## config.mk

```make
export PLATFORM = sky130hd
export DESIGN_NAME = exc_vectors
export DESIGN_NICKNAME = d
export VERILOG_FILES = /design/src/exc_pkg.sv /design/src/exc_vectors.sv /design/src/exc_errcode.sv
export SDC_FILE = /design/constraint.sdc
export NUM_CORES = 1
export LEC_CHECK = 0
export BUFFER_PORTS_ARGS = -buffer_cell sky130_fd_sc_hd__buf_2
export CAP_MARGIN = 30
export CORE_UTILIZATION = 45
export DETAILED_ROUTE_END_ITERATION = 12
export GPL_ROUTABILITY_DRIVEN = 0
export PLACE_DENSITY = 0.77
export SYNTH_ARGS = -nofsm -noshare
export SYNTH_HDL_FRONTEND = slang
export SYNTH_SLANG_ARGS = --single-unit
```

## constraint.sdc

```tcl
create_clock -name sys_clk -period 2.6 [get_ports sys_clk]
set_input_delay 0.39 -clock sys_clk [delete_from_list [all_inputs] [get_ports sys_clk]]
set_output_delay 0.39 -clock sys_clk [all_outputs]
set_load 0.1 [all_outputs]
```

## src/exc_pkg.sv

```systemverilog
// constants shared by the exception delivery unit and its error code former
// assumes a single core clock; nothing here is synthesised on its own
package exc_pkg;

  // ------------------------------------------------------------
  // vector numbers
  // ------------------------------------------------------------
  localparam logic [7:0] VEC_DIVIDE = 8'h00;
  localparam logic [7:0] VEC_DEBUG  = 8'h01;
  localparam logic [7:0] VEC_NMI    = 8'h02;
  localparam logic [7:0] VEC_BREAK  = 8'h03;
  localparam logic [7:0] VEC_PAGE   = 8'h0e;

  // ------------------------------------------------------------
  // error code layout
  // ------------------------------------------------------------
  localparam int EC_EVENT_BIT = 0;
  localparam int EC_GATE_BIT  = 1;
  localparam int EC_LOCAL_BIT = 2;
  localparam int EC_INDEX_LSB = 3;
  localparam int EC_INDEX_W   = 13;
  localparam logic [31:0] EC_NULL = 32'h0000_0000;

  // ------------------------------------------------------------
  // debug conditions, one bit each in the debug status
  // ------------------------------------------------------------
  localparam int DC_FETCH  = 0;
  localparam int DC_DATA   = 1;
  localparam int DC_PORT   = 2;
  localparam int DC_DETECT = 3;
  localparam int DC_STEP   = 4;
  localparam int DC_TASK   = 5;
  localparam int DC_ICE    = 6;
  localparam int DC_COUNT  = 7;
  localparam logic [6:0] DC_FAULT_MASK = 7'h09;
  localparam logic [6:0] DSTAT_RESET   = 7'h00;

  // ------------------------------------------------------------
  // misc counts
  // ------------------------------------------------------------
  localparam logic [31:0] BREAK_LEN   = 32'h0000_0001;
  localparam logic [3:0]  FRAME_WORDS = 4'h3;

  typedef enum logic [3:0] {
    SRC_NONE, SRC_DBGF, SRC_DIV, SRC_SEG, SRC_DBGT,
    SRC_NMI, SRC_BREAK, SRC_SOFT, SRC_PIN
  } src_t;

endpackage

```

## src/exc_vectors.sv

```systemverilog
// exception delivery for vectors 0..3 plus segment error codes
// assumes the pipeline flags a completed instruction with insn_done
// and that dispatch takes every exc_valid pulse
// Summary of operation
// - segment related exceptions push an error code on handler stack
// - code bit 0 external, bit 1 gate table, bit 2 local table
// - selector index sits above the three flag bits
// - unrelated or null segment references give an all-zero code
// - page fault vector uses its own error code layout
// - code pushed as word or doubleword per gate size
// - interrupt return never pops the error code
// - no error code for external pins or software interrupts
// - divide by zero or overflow raises vector 0 fault, no code
// - divide fault saves faulting pointer, no state change
// - fetch breakpoint and general detect fault, the rest trap
// - vector 1 has no code; cause shown in debug status
// - debug faults save current pointer, traps the next one
// - debug traps wait for instruction or task switch to finish
// - vector 2 from nonmaskable pin or forwarded request
// - nonmaskable taken on boundary, saves next instruction pointer
// - instruction in progress completes before nonmaskable delivery
// - breakpoint instruction traps on vector 3, saves following pointer
// - breakpoint instruction is one byte long
// - software interrupt with operand 3 also raises vector 3
// - breakpoint changes no register or memory itself
module exc_vectors (
  input  wire logic        sys_clk,
  input  wire logic        sys_rst,
  input  wire logic        insn_valid,
  input  wire logic        insn_done,
  input  wire logic [31:0] insn_ip,
  input  wire logic [31:0] next_ip,
  input  wire logic        div_zero,
  input  wire logic        div_overflow,
  input  wire logic [6:0]  dbg_cond,
  input  wire logic        dbg_status_clr,
  input  wire logic        nmi_pin,
  input  wire logic        nmi_forward,
  input  wire logic        break_op,
  input  wire logic        soft_int,
  input  wire logic [7:0]  soft_vec,
  input  wire logic        maskable_request_pin,
  input  wire logic [7:0]  pin_vec,
  input  wire logic        seg_req,
  input  wire logic        seg_related,
  input  wire logic [7:0]  seg_vec,
  input  wire logic [12:0] seg_index,
  input  wire logic        seg_gate,
  input  wire logic        seg_local,
  input  wire logic        seg_event,
  input  wire logic        seg_null,
  input  wire logic        gate_dword,
  input  wire logic [31:0] page_fault_code,
  input  wire logic        interrupt_return_op,
  output logic             exc_valid,
  output logic [7:0]       exc_vector,
  output logic             exc_trap,
  output logic             exc_err_valid,
  output logic [31:0]      exc_err_code,
  output logic             exc_err_dword,
  output logic [31:0]      exc_saved_ip,
  output logic             exc_commit,
  output logic             exc_soft,
  output logic [6:0]       debug_status_reg,
  output logic [3:0]       return_pop_words
);

  // ------------------------------------------------------------
  // source selection
  // ------------------------------------------------------------
  exc_pkg::src_t src;
  exc_pkg::src_t src_q;
  logic [6:0]    trap_pend;
  logic [6:0]    trap_bits;
  logic [6:0]    fault_bits;
  logic          nmi_pend;
  logic          nmi_pin_q;
  logic          nmi_set;
  logic          seg_err_valid;
  logic [31:0]   seg_err_code;

  assign fault_bits = insn_valid ? (dbg_cond & exc_pkg::DC_FAULT_MASK)
                                 : 7'h00;
  assign trap_bits  = trap_pend | (dbg_cond & ~exc_pkg::DC_FAULT_MASK);
  // pin is level; only a rising edge is a new request
  assign nmi_set    = (nmi_pin && !nmi_pin_q) || nmi_forward;

  // faults on the current instruction outrank everything that waits
  // for the instruction to complete
  always_comb begin
    src = exc_pkg::SRC_NONE;
    if (|fault_bits) begin
      src = exc_pkg::SRC_DBGF;
    end else if (insn_valid && (div_zero || div_overflow)) begin
      src = exc_pkg::SRC_DIV;
    end else if (seg_req) begin
      src = exc_pkg::SRC_SEG;
    end else if (insn_done && |trap_bits) begin
      src = exc_pkg::SRC_DBGT;
    end else if (insn_done && nmi_pend) begin
      src = exc_pkg::SRC_NMI;
    end else if (insn_done && break_op) begin
      src = exc_pkg::SRC_BREAK;
    end else if (insn_done && soft_int) begin
      src = exc_pkg::SRC_SOFT;
    end else if (insn_done && maskable_request_pin) begin
      src = exc_pkg::SRC_PIN;
    end
  end

  exc_errcode exc_errcode_i (
    .seg_req         (seg_req),
    .seg_related     (seg_related),
    .seg_vec         (seg_vec),
    .seg_index       (seg_index),
    .seg_gate        (seg_gate),
    .seg_local       (seg_local),
    .seg_event       (seg_event),
    .seg_null        (seg_null),
    .page_fault_code (page_fault_code),
    .err_valid       (seg_err_valid),
    .err_code        (seg_err_code)
  );

  // ------------------------------------------------------------
  // pending events
  // ------------------------------------------------------------
  always_ff @(posedge sys_clk) begin
    if (sys_rst) begin
      trap_pend <= 7'h00;
    end else if (src == exc_pkg::SRC_DBGT) begin
      trap_pend <= 7'h00;
    end else begin
      trap_pend <= trap_bits;
    end
  end

  always_ff @(posedge sys_clk) begin
    if (sys_rst) begin
      nmi_pin_q <= 1'b0;
      nmi_pend  <= 1'b0;
    end else begin
      nmi_pin_q <= nmi_pin;
      // a fresh request in the delivery cycle is kept, not merged
      nmi_pend  <= nmi_set ||
                   (nmi_pend && src != exc_pkg::SRC_NMI);
    end
  end

  // ------------------------------------------------------------
  // debug status, sticky until the handler clears it
  // ------------------------------------------------------------
  always_ff @(posedge sys_clk) begin
    if (sys_rst) begin
      debug_status_reg <= exc_pkg::DSTAT_RESET;
    end else begin
      // set beats clear so no cause is lost
      debug_status_reg <=
        (dbg_status_clr ? exc_pkg::DSTAT_RESET : debug_status_reg)
        | ((src == exc_pkg::SRC_DBGF) ? fault_bits : 7'h00)
        | ((src == exc_pkg::SRC_DBGT) ? trap_bits : 7'h00);
    end
  end

  // ------------------------------------------------------------
  // delivery to dispatch
  // ------------------------------------------------------------
  always_ff @(posedge sys_clk) begin
    if (sys_rst) begin
      exc_valid     <= 1'b0;
      exc_vector    <= 8'h00;
      exc_trap      <= 1'b0;
      exc_err_valid <= 1'b0;
      exc_err_code  <= exc_pkg::EC_NULL;
      exc_err_dword <= 1'b0;
      exc_saved_ip  <= 32'h0000_0000;
      exc_commit    <= 1'b0;
      exc_soft      <= 1'b0;
      src_q         <= exc_pkg::SRC_NONE;
    end else begin
      src_q         <= src;
      exc_valid     <= src != exc_pkg::SRC_NONE;
      exc_err_valid <= 1'b0;
      exc_err_code  <= exc_pkg::EC_NULL;
      exc_err_dword <= gate_dword;
      exc_soft      <= 1'b0;
      unique case (src)
        exc_pkg::SRC_NONE: begin
          exc_vector   <= exc_vector;
          exc_trap     <= exc_trap;
          exc_saved_ip <= exc_saved_ip;
          exc_commit   <= 1'b0;
        end
        exc_pkg::SRC_DBGF: begin
          exc_vector   <= exc_pkg::VEC_DEBUG;
          exc_trap     <= 1'b0;
          exc_saved_ip <= insn_ip;
          exc_commit   <= 1'b0;
        end
        exc_pkg::SRC_DIV: begin
          exc_vector   <= exc_pkg::VEC_DIVIDE;
          exc_trap     <= 1'b0;
          exc_saved_ip <= insn_ip;
          exc_commit   <= 1'b0;
        end
        exc_pkg::SRC_SEG: begin
          exc_vector    <= seg_vec;
          exc_trap      <= 1'b0;
          exc_saved_ip  <= insn_ip;
          exc_commit    <= 1'b0;
          exc_err_valid <= seg_err_valid;
          exc_err_code  <= seg_err_code;
        end
        exc_pkg::SRC_DBGT: begin
          exc_vector   <= exc_pkg::VEC_DEBUG;
          exc_trap     <= 1'b1;
          exc_saved_ip <= next_ip;
          exc_commit   <= 1'b1;
        end
        exc_pkg::SRC_NMI: begin
          exc_vector   <= exc_pkg::VEC_NMI;
          exc_trap     <= 1'b1;
          exc_saved_ip <= next_ip;
          exc_commit   <= 1'b1;
        end
        exc_pkg::SRC_BREAK: begin
          exc_vector   <= exc_pkg::VEC_BREAK;
          exc_trap     <= 1'b1;
          exc_saved_ip <= insn_ip + exc_pkg::BREAK_LEN;
          exc_commit   <= 1'b0;
        end
        exc_pkg::SRC_SOFT: begin
          exc_vector   <= soft_vec;
          exc_trap     <= 1'b1;
          exc_saved_ip <= next_ip;
          exc_commit   <= 1'b1;
          exc_soft     <= 1'b1;
        end
        exc_pkg::SRC_PIN: begin
          exc_vector   <= pin_vec;
          exc_trap     <= 1'b1;
          exc_saved_ip <= next_ip;
          exc_commit   <= 1'b1;
        end
      endcase
    end
  end

  // ------------------------------------------------------------
  // return frame size
  // ------------------------------------------------------------
  // the frame popped on return never includes the error code;
  // handlers must discard it themselves
  always_ff @(posedge sys_clk) begin
    if (sys_rst) begin
      return_pop_words <= 4'h0;
    end else if (interrupt_return_op) begin
      return_pop_words <= exc_pkg::FRAME_WORDS;
    end else begin
      return_pop_words <= 4'h0;
    end
  end
endmodule

```

## src/exc_errcode.sv

```systemverilog
// error code former for segment related exceptions
// assumes inputs are stable in the cycle the main unit samples them
module exc_errcode (
  input  wire logic        seg_req,
  input  wire logic        seg_related,
  input  wire logic [7:0]  seg_vec,
  input  wire logic [12:0] seg_index,
  input  wire logic        seg_gate,
  input  wire logic        seg_local,
  input  wire logic        seg_event,
  input  wire logic        seg_null,
  input  wire logic [31:0] page_fault_code,
  output logic             err_valid,
  output logic [31:0]      err_code
);

  always_comb begin
    err_valid = seg_req;
    err_code  = exc_pkg::EC_NULL;
    if (seg_vec == exc_pkg::VEC_PAGE) begin
      err_code = page_fault_code;
    end else if (seg_related && !seg_null) begin
      // upper half stays zero: reserved for doubleword pushes
      err_code[exc_pkg::EC_INDEX_LSB +: exc_pkg::EC_INDEX_W] =
        seg_index;
      err_code[exc_pkg::EC_EVENT_BIT] = seg_event;
      err_code[exc_pkg::EC_GATE_BIT] = seg_gate;
      // table flag only has meaning for non-gate references
      err_code[exc_pkg::EC_LOCAL_BIT] =
        seg_local && !seg_gate;
    end
  end

endmodule

```

---- After elaboration in Yosys (flattened, before gate mapping) ----
Cells that the tools add are included.
storage, ports and cells
  register bits after elaboration ......... 98
  latch bits .............................. 0
  RAM bits ................................ 0
  memory bits (read-only) ................. 0
  bits of input ports ..................... 160
  logic and storage cells ................. 79
  memories kept ........................... 0
operators by class
  $add $sub $neg .......................... 1
  $mul .................................... 0
  div/mod/pow operators ................... 0
  $lt $le $gt $ge ......................... 0
  eq/ne operators ......................... 10
  shift operators ......................... 0
  mux-type cells .......................... 20
  bitwise operators ....................... 5
  reductions and logical operators ........ 28
operators by type and width
  cell                                                    number
  case mux 32 bit (3 select lines)                        1
  case mux 8 bit (7 select lines)                         1
  two-way mux 4 bit                                       10
  adder 32 x 1 -> 32 bit (second input constant)          1
  two-way mux 16 bit                                      2
  == test 4 x 3 -> 1 bit (second input constant)          4
  two-way mux 7 bit                                       2
  OR 7 bit                                                2
  OR reduction 7 bit                                      2
  logical AND 1 bit                                       10
  OR reduction 5 bit                                      2
  == test 4 x 2 -> 1 bit (second input constant)          2
  == test 8 x 4 -> 1 bit (second input constant)          1
  OR 7 x 4 -> 7 bit                                       1
  OR reduction 2 bit                                      3
  OR reduction 3 bit                                      2
  == test 4 x 1 -> 1 bit (second input constant)          1
  == test 4 bit (second input constant)                   1
  logical NOT 4 bit                                       1
  inequality test 4 x 3 -> 1 bit (second input constant)  1
  case mux 1 bit (2 select lines)                         2
  nonzero test 4 bit                                      1
  OR reduction 4 bit                                      1
  logical NOT 1 bit                                       3
  4 further kinds                                         7

---- Depth between registers and ports, before layout ----
Gate-level depths: netlist of the first run.
  depth in word-level cells ............... 13
  depth in mapped cells ................... 9

---- Cells and area by module ----
From an unflattened synthesis of the first run, not the netlist that was laid out.
second synthesis, totals
  cell total of the unflattened synthesis .. 588
  area, all modules ....................... 4,765.8 sq um
modules (own cells, without submodules)
  module       instances  cells an instance  area an instance (sq um)  sequential area each (sq um)
  exc_vectors  1          515                4,285.4                   1,861.8
  exc_errcode  1          73                 480.5                     0.0

---- Least setup slack after synthesis of the first run ----
No wires, ideal clock.
  path type ............................... input -> register
  from .................................... input div_overflow
  to ...................................... register exc_saved_ip[19]
  arrival time ............................ 2,043 ps
  data required time ...................... 2,520 ps
  setup slack ............................. 476 ps
  stages on the path ...................... 7
  path buffers ............................ 1
  cells stage by stage .................... o41a_1 -> nor3_2 -> nand2_1 -> buf_2 -> or3_1 -> a2bb2oi_1 -> a211oi_2
on the way
  cells in the longest elaborated chain, start to end .. 7
  elaborated cells between the ends (all ways) .. 16
  classes of those cells .................. eq/ne (8); mux (3); reduce/logical (5)
ends and longest elaborated chain
  what                                                                RTL line            source
  start: declaration                                                  exc_vectors.sv:34   input wire logic div_overflow,
  logical OR 1 bit *                                                  exc_vectors.sv:94   end else if (insn_valid && (div_zero || div_overflow)) begin
  logical AND 1 bit *                                                 exc_vectors.sv:94
  two-way mux 4 bit *                                                 exc_vectors.sv:94
  two-way mux 4 bit *                                                 exc_vectors.sv:92   if (|fault_bits) begin
  == test 4 x 3 -> 1 bit, or another cell as far along                exc_vectors.sv:187  unique case (src)
  OR reduction 4 bit (no line) or OR reduction 3 bit (tied branches)  n/a
  case mux 32 bit (3 select lines)                                    exc_vectors.sv:187
  end signal: assignment                                              exc_vectors.sv:191  exc_saved_ip <= exc_saved_ip;
  end signal: assignment                                              exc_vectors.sv:197  exc_saved_ip <= insn_ip;
  end signal: assignment                                              exc_vectors.sv:203  exc_saved_ip <= insn_ip;
  end: declaration                                                    exc_vectors.sv:61   output logic [31:0] exc_saved_ip,
Every way passes the cells marked *; elsewhere a longest branch is shown, timed or not.
A chain may end at the register's enable or synchronous reset.

---- Final worst setup path of the first run ----
  from .................................... register nmi_pend
  to ...................................... register exc_err_code[23]
on the way
  cells in the longest elaborated chain, start to end .. 9
ends and longest elaborated chain
  what                          RTL line            source
  start: declaration            exc_vectors.sv:76   logic nmi_pend;
  start signal: assignment      exc_vectors.sv:145  nmi_pend <= nmi_set ||
  logical AND 1 bit             exc_vectors.sv:100  end else if (insn_done && nmi_pend) begin
  two-way mux 4 bit             exc_vectors.sv:100
  two-way mux 4 bit             exc_vectors.sv:98   end else if (insn_done && |trap_bits) begin
  two-way mux 4 bit             exc_vectors.sv:96   end else if (seg_req) begin
  two-way mux 4 bit             exc_vectors.sv:94
  two-way mux 4 bit             exc_vectors.sv:92
  == test 4 x 2 -> 1 bit        exc_vectors.sv:187
  inverter 1 bit (no line)      n/a
  OR reduction 3 bit (no line)  n/a
  end signal: assignment        exc_vectors.sv:174  exc_err_code <= exc_pkg::EC_NULL;
  end signal: assignment        exc_vectors.sv:184  exc_err_code <= exc_pkg::EC_NULL;
  end signal: assignment        exc_vectors.sv:212  exc_err_code <= seg_err_code;
  end: declaration              exc_vectors.sv:59   output logic [31:0] exc_err_code,
No other way between the ends.

==> run_results.csv, run 1 <==
group,metric,value,unit
run_status,status,"complete, no violations",
clock_network,cts_tree,"yes",
cells_and_area,area_growth,33.5,%
detailed_routing,dr.pass1.iters,7,
logic_synthesis,synth_edf_count,0,
floorplan,fp.dieW,104,µm
floorplan,initial_core_util,47.2,%
logic_synthesis,ys_ff_latch,93,
detailed_routing,viasPerCell,5.69,
floorplan,fp.coreArea,9910,µm²
timing,drv_slew,0,
cells_and_area,most-common-layout-cells,"buf_2, dfxtp_1, nor2_1, nand2_1, o21ai_0",
timing,tns,0,ns
floorplan,die_h,104,µm
cells_and_area,n_antenna_cell,0,
placed_design,port_buffers,246,
clock_network,hold_buffers,0,
placed_design,pre_cts_slack,0.0101,ns
clock_network,clk_path_buf_depth,2,
timing,fin_ws,0.198,ns
timing,rsz0062_at_grt,"no",
detailed_routing,routed-via-count,5240,
cells_and_area,fin_cells,921,
floorplan,dieArea,10800,µm²
setup_path,worstPathArrival,2.70,ns
clock_network,htreeDepth,3,
setup_path,crit_chain,"nor3_1 > a211oi_4 > or4_4 > clkinv_4 > and3_1",
cells_and_area,reg.largest.list,"exc_err_code (32), exc_saved_ip (32), exc_vector (8)",
placed_design,hpwl,11800,µm
timing,worstMarginPinSlew,0.755,ns
logic_synthesis,syn_area_per_cell,8.54,µm²
timing,fin_worst_skew,0.00739,ns
timing,final_hold_viol_count,0,
logic_synthesis,ys_seq_area_share,39.8,%
cells_and_area,drive_above_1_share,38.8,%
grt,antenna_found_initial,0,
clock_network,numCtsBuffers,9,
detailed_routing,wl_per_cell,17.0,µm
power,p_leak,0.00281,µW
detailed_routing,drc,0,
job,max_cap_violations,0,
logic_synthesis,synth.cell_area,4670,µm²
worst_hold_path,holdCritPathClass,"input port to flop",
cells_and_area,fin_nets,944,
setup_path,crit_slowest_cell,"or4_4",
grt,grt_pass1_vias,5074,
setup_path,cpPeakStageDelay,0.74,ns
power,power.density,562,nW/µm²
logic_synthesis,postSynth.asyncResetShare,0,%
setup_path,cp_max_fo,18,
floorplan,num_rows,36,
detailed_routing,wl,15600,µm
clock_network,cts.clk_slew.worst_paths,0.09,ns
setup_path,path_class,"flop to flop",
placed_design,dp.cells,905,
logic_synthesis,synth_cells,547,
clock_network,cts_root_buf,"clkbuf_8",
timing,setup_viol,0,
logic_synthesis,ys_warn_count,0,
logic_synthesis,synth.distinct_cells,59,
grt,grt_overflow,0,
detailed_routing,drtIter0Drc,300,
power,max-vdd-ir-drop,0.302,mV
grt,grt_pass1_wl,25200,µm
timing,post-route-period-util,92.4,%
detailed_routing,ant_nets,0,
clock_network,clock_sinks,93,
grt,grt_max_degree,62,
setup_path,cp-end-kind,"flop",
setup_path,crit_required,2.90,ns
cells_and_area,final_common_cell,"buf_2",
setup_path,startpoint_type,"flop",
clock_network,clock_latency,0.36,ns
floorplan,ios,249,
timing,max_clock_freq,0.416,GHz
logic_synthesis,dominantRegCellSynth,"dfxtp_1",
grt,grtUsageTotal,28.7,%
timing,post-route-min-period,2.40,ns
timing,slew_headroom,49.3,%
## Yosys cell counts (all sizes together) (3+ instances only)
library cell	instances	area, µm²
a211o	4	35.0
a211oi	25	253
a21oi	31	155
a221oi	3	26.3
a22oi	32	240
a311oi	7	67.6
and3	22	143
and4	4	35.0
buf	19	140
clkbuf	20	75.1
dfxtp	93	1860
inv	14	52.6
nand2	48	180
nand3	29	145
nand4	9	56.3
nor2	48	180
nor2b	6	37.5
nor3	16	106
nor4	15	145
nor4b	3	26.3
o21ai	35	175
o21bai	3	22.5
o22ai	3	18.8
or3	3	18.8
xnor2	17	149
xor2	7	61.3
## kinds of logic (layout without fill, tap and decap cells)
group / after synthesis / count (layout) / synth area share [%]
xor+xnor: 24 / 24 / 4.50
other cells: 1 / 2 / 0.0802
flops: 93 / 93 / 39.8
compound gates: 161 / 161 / 24.8
simple gates: 213 / 213 / 24.6
fa+ha+maj: 1 / 1 / 0.268
buf+inv: 54 / 294 / 5.92
## timing repair
action / in CTS / in global routing
setup buffers: 0 / 0
resized for setup: 0 / 2
endpoints found under the setup margin: 0 / 5
## routing by layer
metal	track usage, %	wire, µm	share of wire [%]
met1	35.2	6390	41
met2	49.0	7650	49
met3	4.95	1120	7.1
met4	13.4	491	3.1
met5	0	0	0
## final timing paths
| check | to | slack (ns) | depth (start not counted) | from |
|---|---|---|---|---|
| min reg2reg | debug_status_reg[6] | 0.47 | 2 | debug_status_reg[6] |
| min | return_pop_words[0] | 0.24 | 2 | interrupt_return_op |
| max | exc_err_code[23] | 0.20 | 5 | nmi_pend |
| max reg2reg | exc_err_code[23] | 0.20 | 5 | nmi_pend |
## power breakdown
group,total (µW),switching [µW],internal (µW)
logic,987,737,250
registers,1530,39.1,1490
clock network,992,519,473
## final cells by class
cell class | instances | area, µm²
inverter | 15 | 61.3
sequential | 93 | 1860
fill | 894 | 3670
timing repair buffer | 263 | 1400
clock buffer | 13 | 149
clock inverter | 3 | 45.0
tap | 133 | 166
multi-input combinational | 401 | 2560
## through the flow
| stage | utilization (%) | area [µm²] | hold slack, ns | power [µW] |
|---|---|---|---|---|
| 2_1_floorplan | - | 4680 | 0.469 | 2260 |
| 3_3_place_gp | 60.9 | 6030 | 0.454 | 2530 |
| 3_5_place_dp | 60.9 | 6030 | 0.457 | 2540 |
| 4_1_cts | 62.8 | 6230 | 0.235 | 3510 |
| 5_1_grt | 63.0 | 6240 | 0.240 | 3640 |
| 6_report | 63.0 | 6240 | 0.242 | 3510 |
## worst max-delay path: cells and delay by family, from the launching register on
kind	cells	cell delay, ns
simple gates	3	1.55
flops	1	0.37
compound gates	1	0.26
buf+inv	1	0.16
(Power assumes the default switching activity.)
==> run 2, diff against run 1 <==
--- a/config.mk
+++ b/config.mk
@@ -7,6 +7,7 @@
 export LEC_CHECK = 0
 export BUFFER_PORTS_ARGS = -buffer_cell sky130_fd_sc_hd__buf_2
 export CAP_MARGIN = 30
+export CORE_ASPECT_RATIO = 0.9
 export CORE_UTILIZATION = 45
 export DETAILED_ROUTE_END_ITERATION = 12
 export GPL_ROUTABILITY_DRIVEN = 0
==> run_results.csv, run 2 (synthesis gave the netlist of run 1 again) <==
group,metric,value,unit
detailed_routing,drc,0,
floorplan,die_h,98.7,µm
placed_design,dp.cells,901,
detailed_routing,routed-via-count,5254,
cells_and_area,most-common-layout-cells,"buf_2, dfxtp_1, nor2_1, nand2_1, o21ai_0",
detailed_routing,drtIter0Drc,316,
power,p_total,3890,µW
setup_path,path_class,"flop to flop",
grt,grt_pass1_wl,24300,µm
cells_and_area,fin_cells,917,
timing,post-route-period-util,92.6,%
detailed_routing,viasPerCell,5.73,
setup_path,startpoint_type,"flop",
timing,holdWs,0.266,ns
floorplan,fp.coreArea,9870,µm²
clock_network,cts.clk_slew.worst_paths,0.07,ns
cells_and_area,area_growth,36.0,%
timing,max_clock_freq,0.415,GHz
detailed_routing,dr.pass1.iters,5,
floorplan,fp.dieW,109,µm
job,max_cap_violations,0,
power,power.density,611,nW/µm²
clock_network,cts_setup_buffers,0,
timing,worstMarginPinSlew,0.747,ns
cells_and_area,final_common_cell,"buf_2",
detailed_routing,ant_nets,0,
timing,post-route-min-period,2.41,ns
cells_and_area,n_antenna_cell,0,
grt,antenna_found_initial,0,
timing,final_hold_viol_count,0,
clock_network,numCtsBuffers,9,
placed_design,hpwl,12000,µm
floorplan,dieArea,10800,µm²
clock_network,clock_latency,0.33,ns
grt,grtUsageTotal,28.7,%
setup_path,reg2regPathDepth,5,
clock_network,clock_sinks,93,
worst_hold_path,whs_path_depth,2,
clock_network,clk_path_buf_depth,2,
setup_path,worstPathArrival,2.68,ns
timing,tns,0,ns
cells_and_area,reg.largest.list,"exc_err_code (32), exc_saved_ip (32), exc_vector (8)",
grt,grt_pass1_vias,4834,
detailed_routing,wl_per_cell,17.3,µm
power,p_leak,0.00289,µW
worst_hold_path,holdCritPathClass,"input port to flop",
placed_design,port_buffers,246,
detailed_routing,wl,15900,µm
timing,rsz0062_at_grt,"no",
setup_path,cp-end-kind,"flop",
run_status,status,"complete, no violations",
grt,grt_max_degree,62,
floorplan,ios,249,
timing,setup_viol,0,
timing,drv_slew,0,
timing,slew_headroom,50.2,%
clock_network,htreeDepth,3,
floorplan,initial_core_util,47.4,%
cells_and_area,fin_nets,947,
clock_network,cts_root_buf,"clkbuf_16",
clock_network,cts_tree,"yes",
setup_path,cp_max_fo,18,
power,max-vdd-ir-drop,0.558,mV
floorplan,num_rows,34,
cells_and_area,drive_above_1_share,39.4,%
grt,grt_overflow,0,
timing,fin_worst_skew,0.00710,ns
setup_path,crit_required,2.88,ns
## run 2: final timing paths
| kind | startpoint | endpoint | slack (ns) |
|---|---|---|---|
| worst max-delay path | nmi_pend | exc_err_code[29] | 0.19 |
| worst max register to register | nmi_pend | exc_err_code[29] | 0.19 |
| worst min register to register | debug_status_reg[6] | debug_status_reg[6] | 0.47 |
| worst min-delay path | gate_dword | exc_err_dword | 0.27 |
## run 2: what timing repair did
item                       4_1_cts  5_1_grt
hold buffers                     0        0
setup endpoints to repair        0        1
resized for setup                0        1
## run 2: where the power goes
group / switching, µW / internal (µW)
clock network: 598 / 768
logic: 738 / 251
registers: 38.9 / 1490
## run 2: metrics by stage
| stage | util (%) | area, µm² | setup WS, ns |
|---|---|---|---|
| 2_1_floorplan | - | 4680 | 0.476 |
| 3_3_place_gp | 61.1 | 6030 | 0.0583 |
| 3_5_place_dp | 61.1 | 6030 | 0.0125 |
| 4_1_cts | 64.3 | 6350 | 0.164 |
| 5_1_grt | 64.4 | 6360 | 0.121 |
| 6_report | 64.4 | 6360 | 0.193 |
## run 2: critical path, stage by stage, from the launching register on
cell and delay [ns]:
dfxtp_1 0.37, nor3_1 0.61, a211oi_4 0.26, or4_4 0.75, clkinv_4 0.17, and3_1 0.18
## run 2: cell type report
class / instances / area [µm²]
flip-flops and latches: 93 / 1860
fillers: 895 / 3510
multi-input cells: 401 / 2550
inverters: 15 / 61.3
clock buffers: 9 / 225
clock inverters: 7 / 88.8
well taps: 126 / 158
repair buffers: 266 / 1410
## run 2: metal layers
layer  up-vias  part of all wire, %  global-route usage, %
li1       2493                    -                      -
met1      2480                   43                   40.0
met2       252                   47                   44.1
met3        29                  7.9                   5.95
met4         0                  2.1                   9.23
met5         -                    0                      0
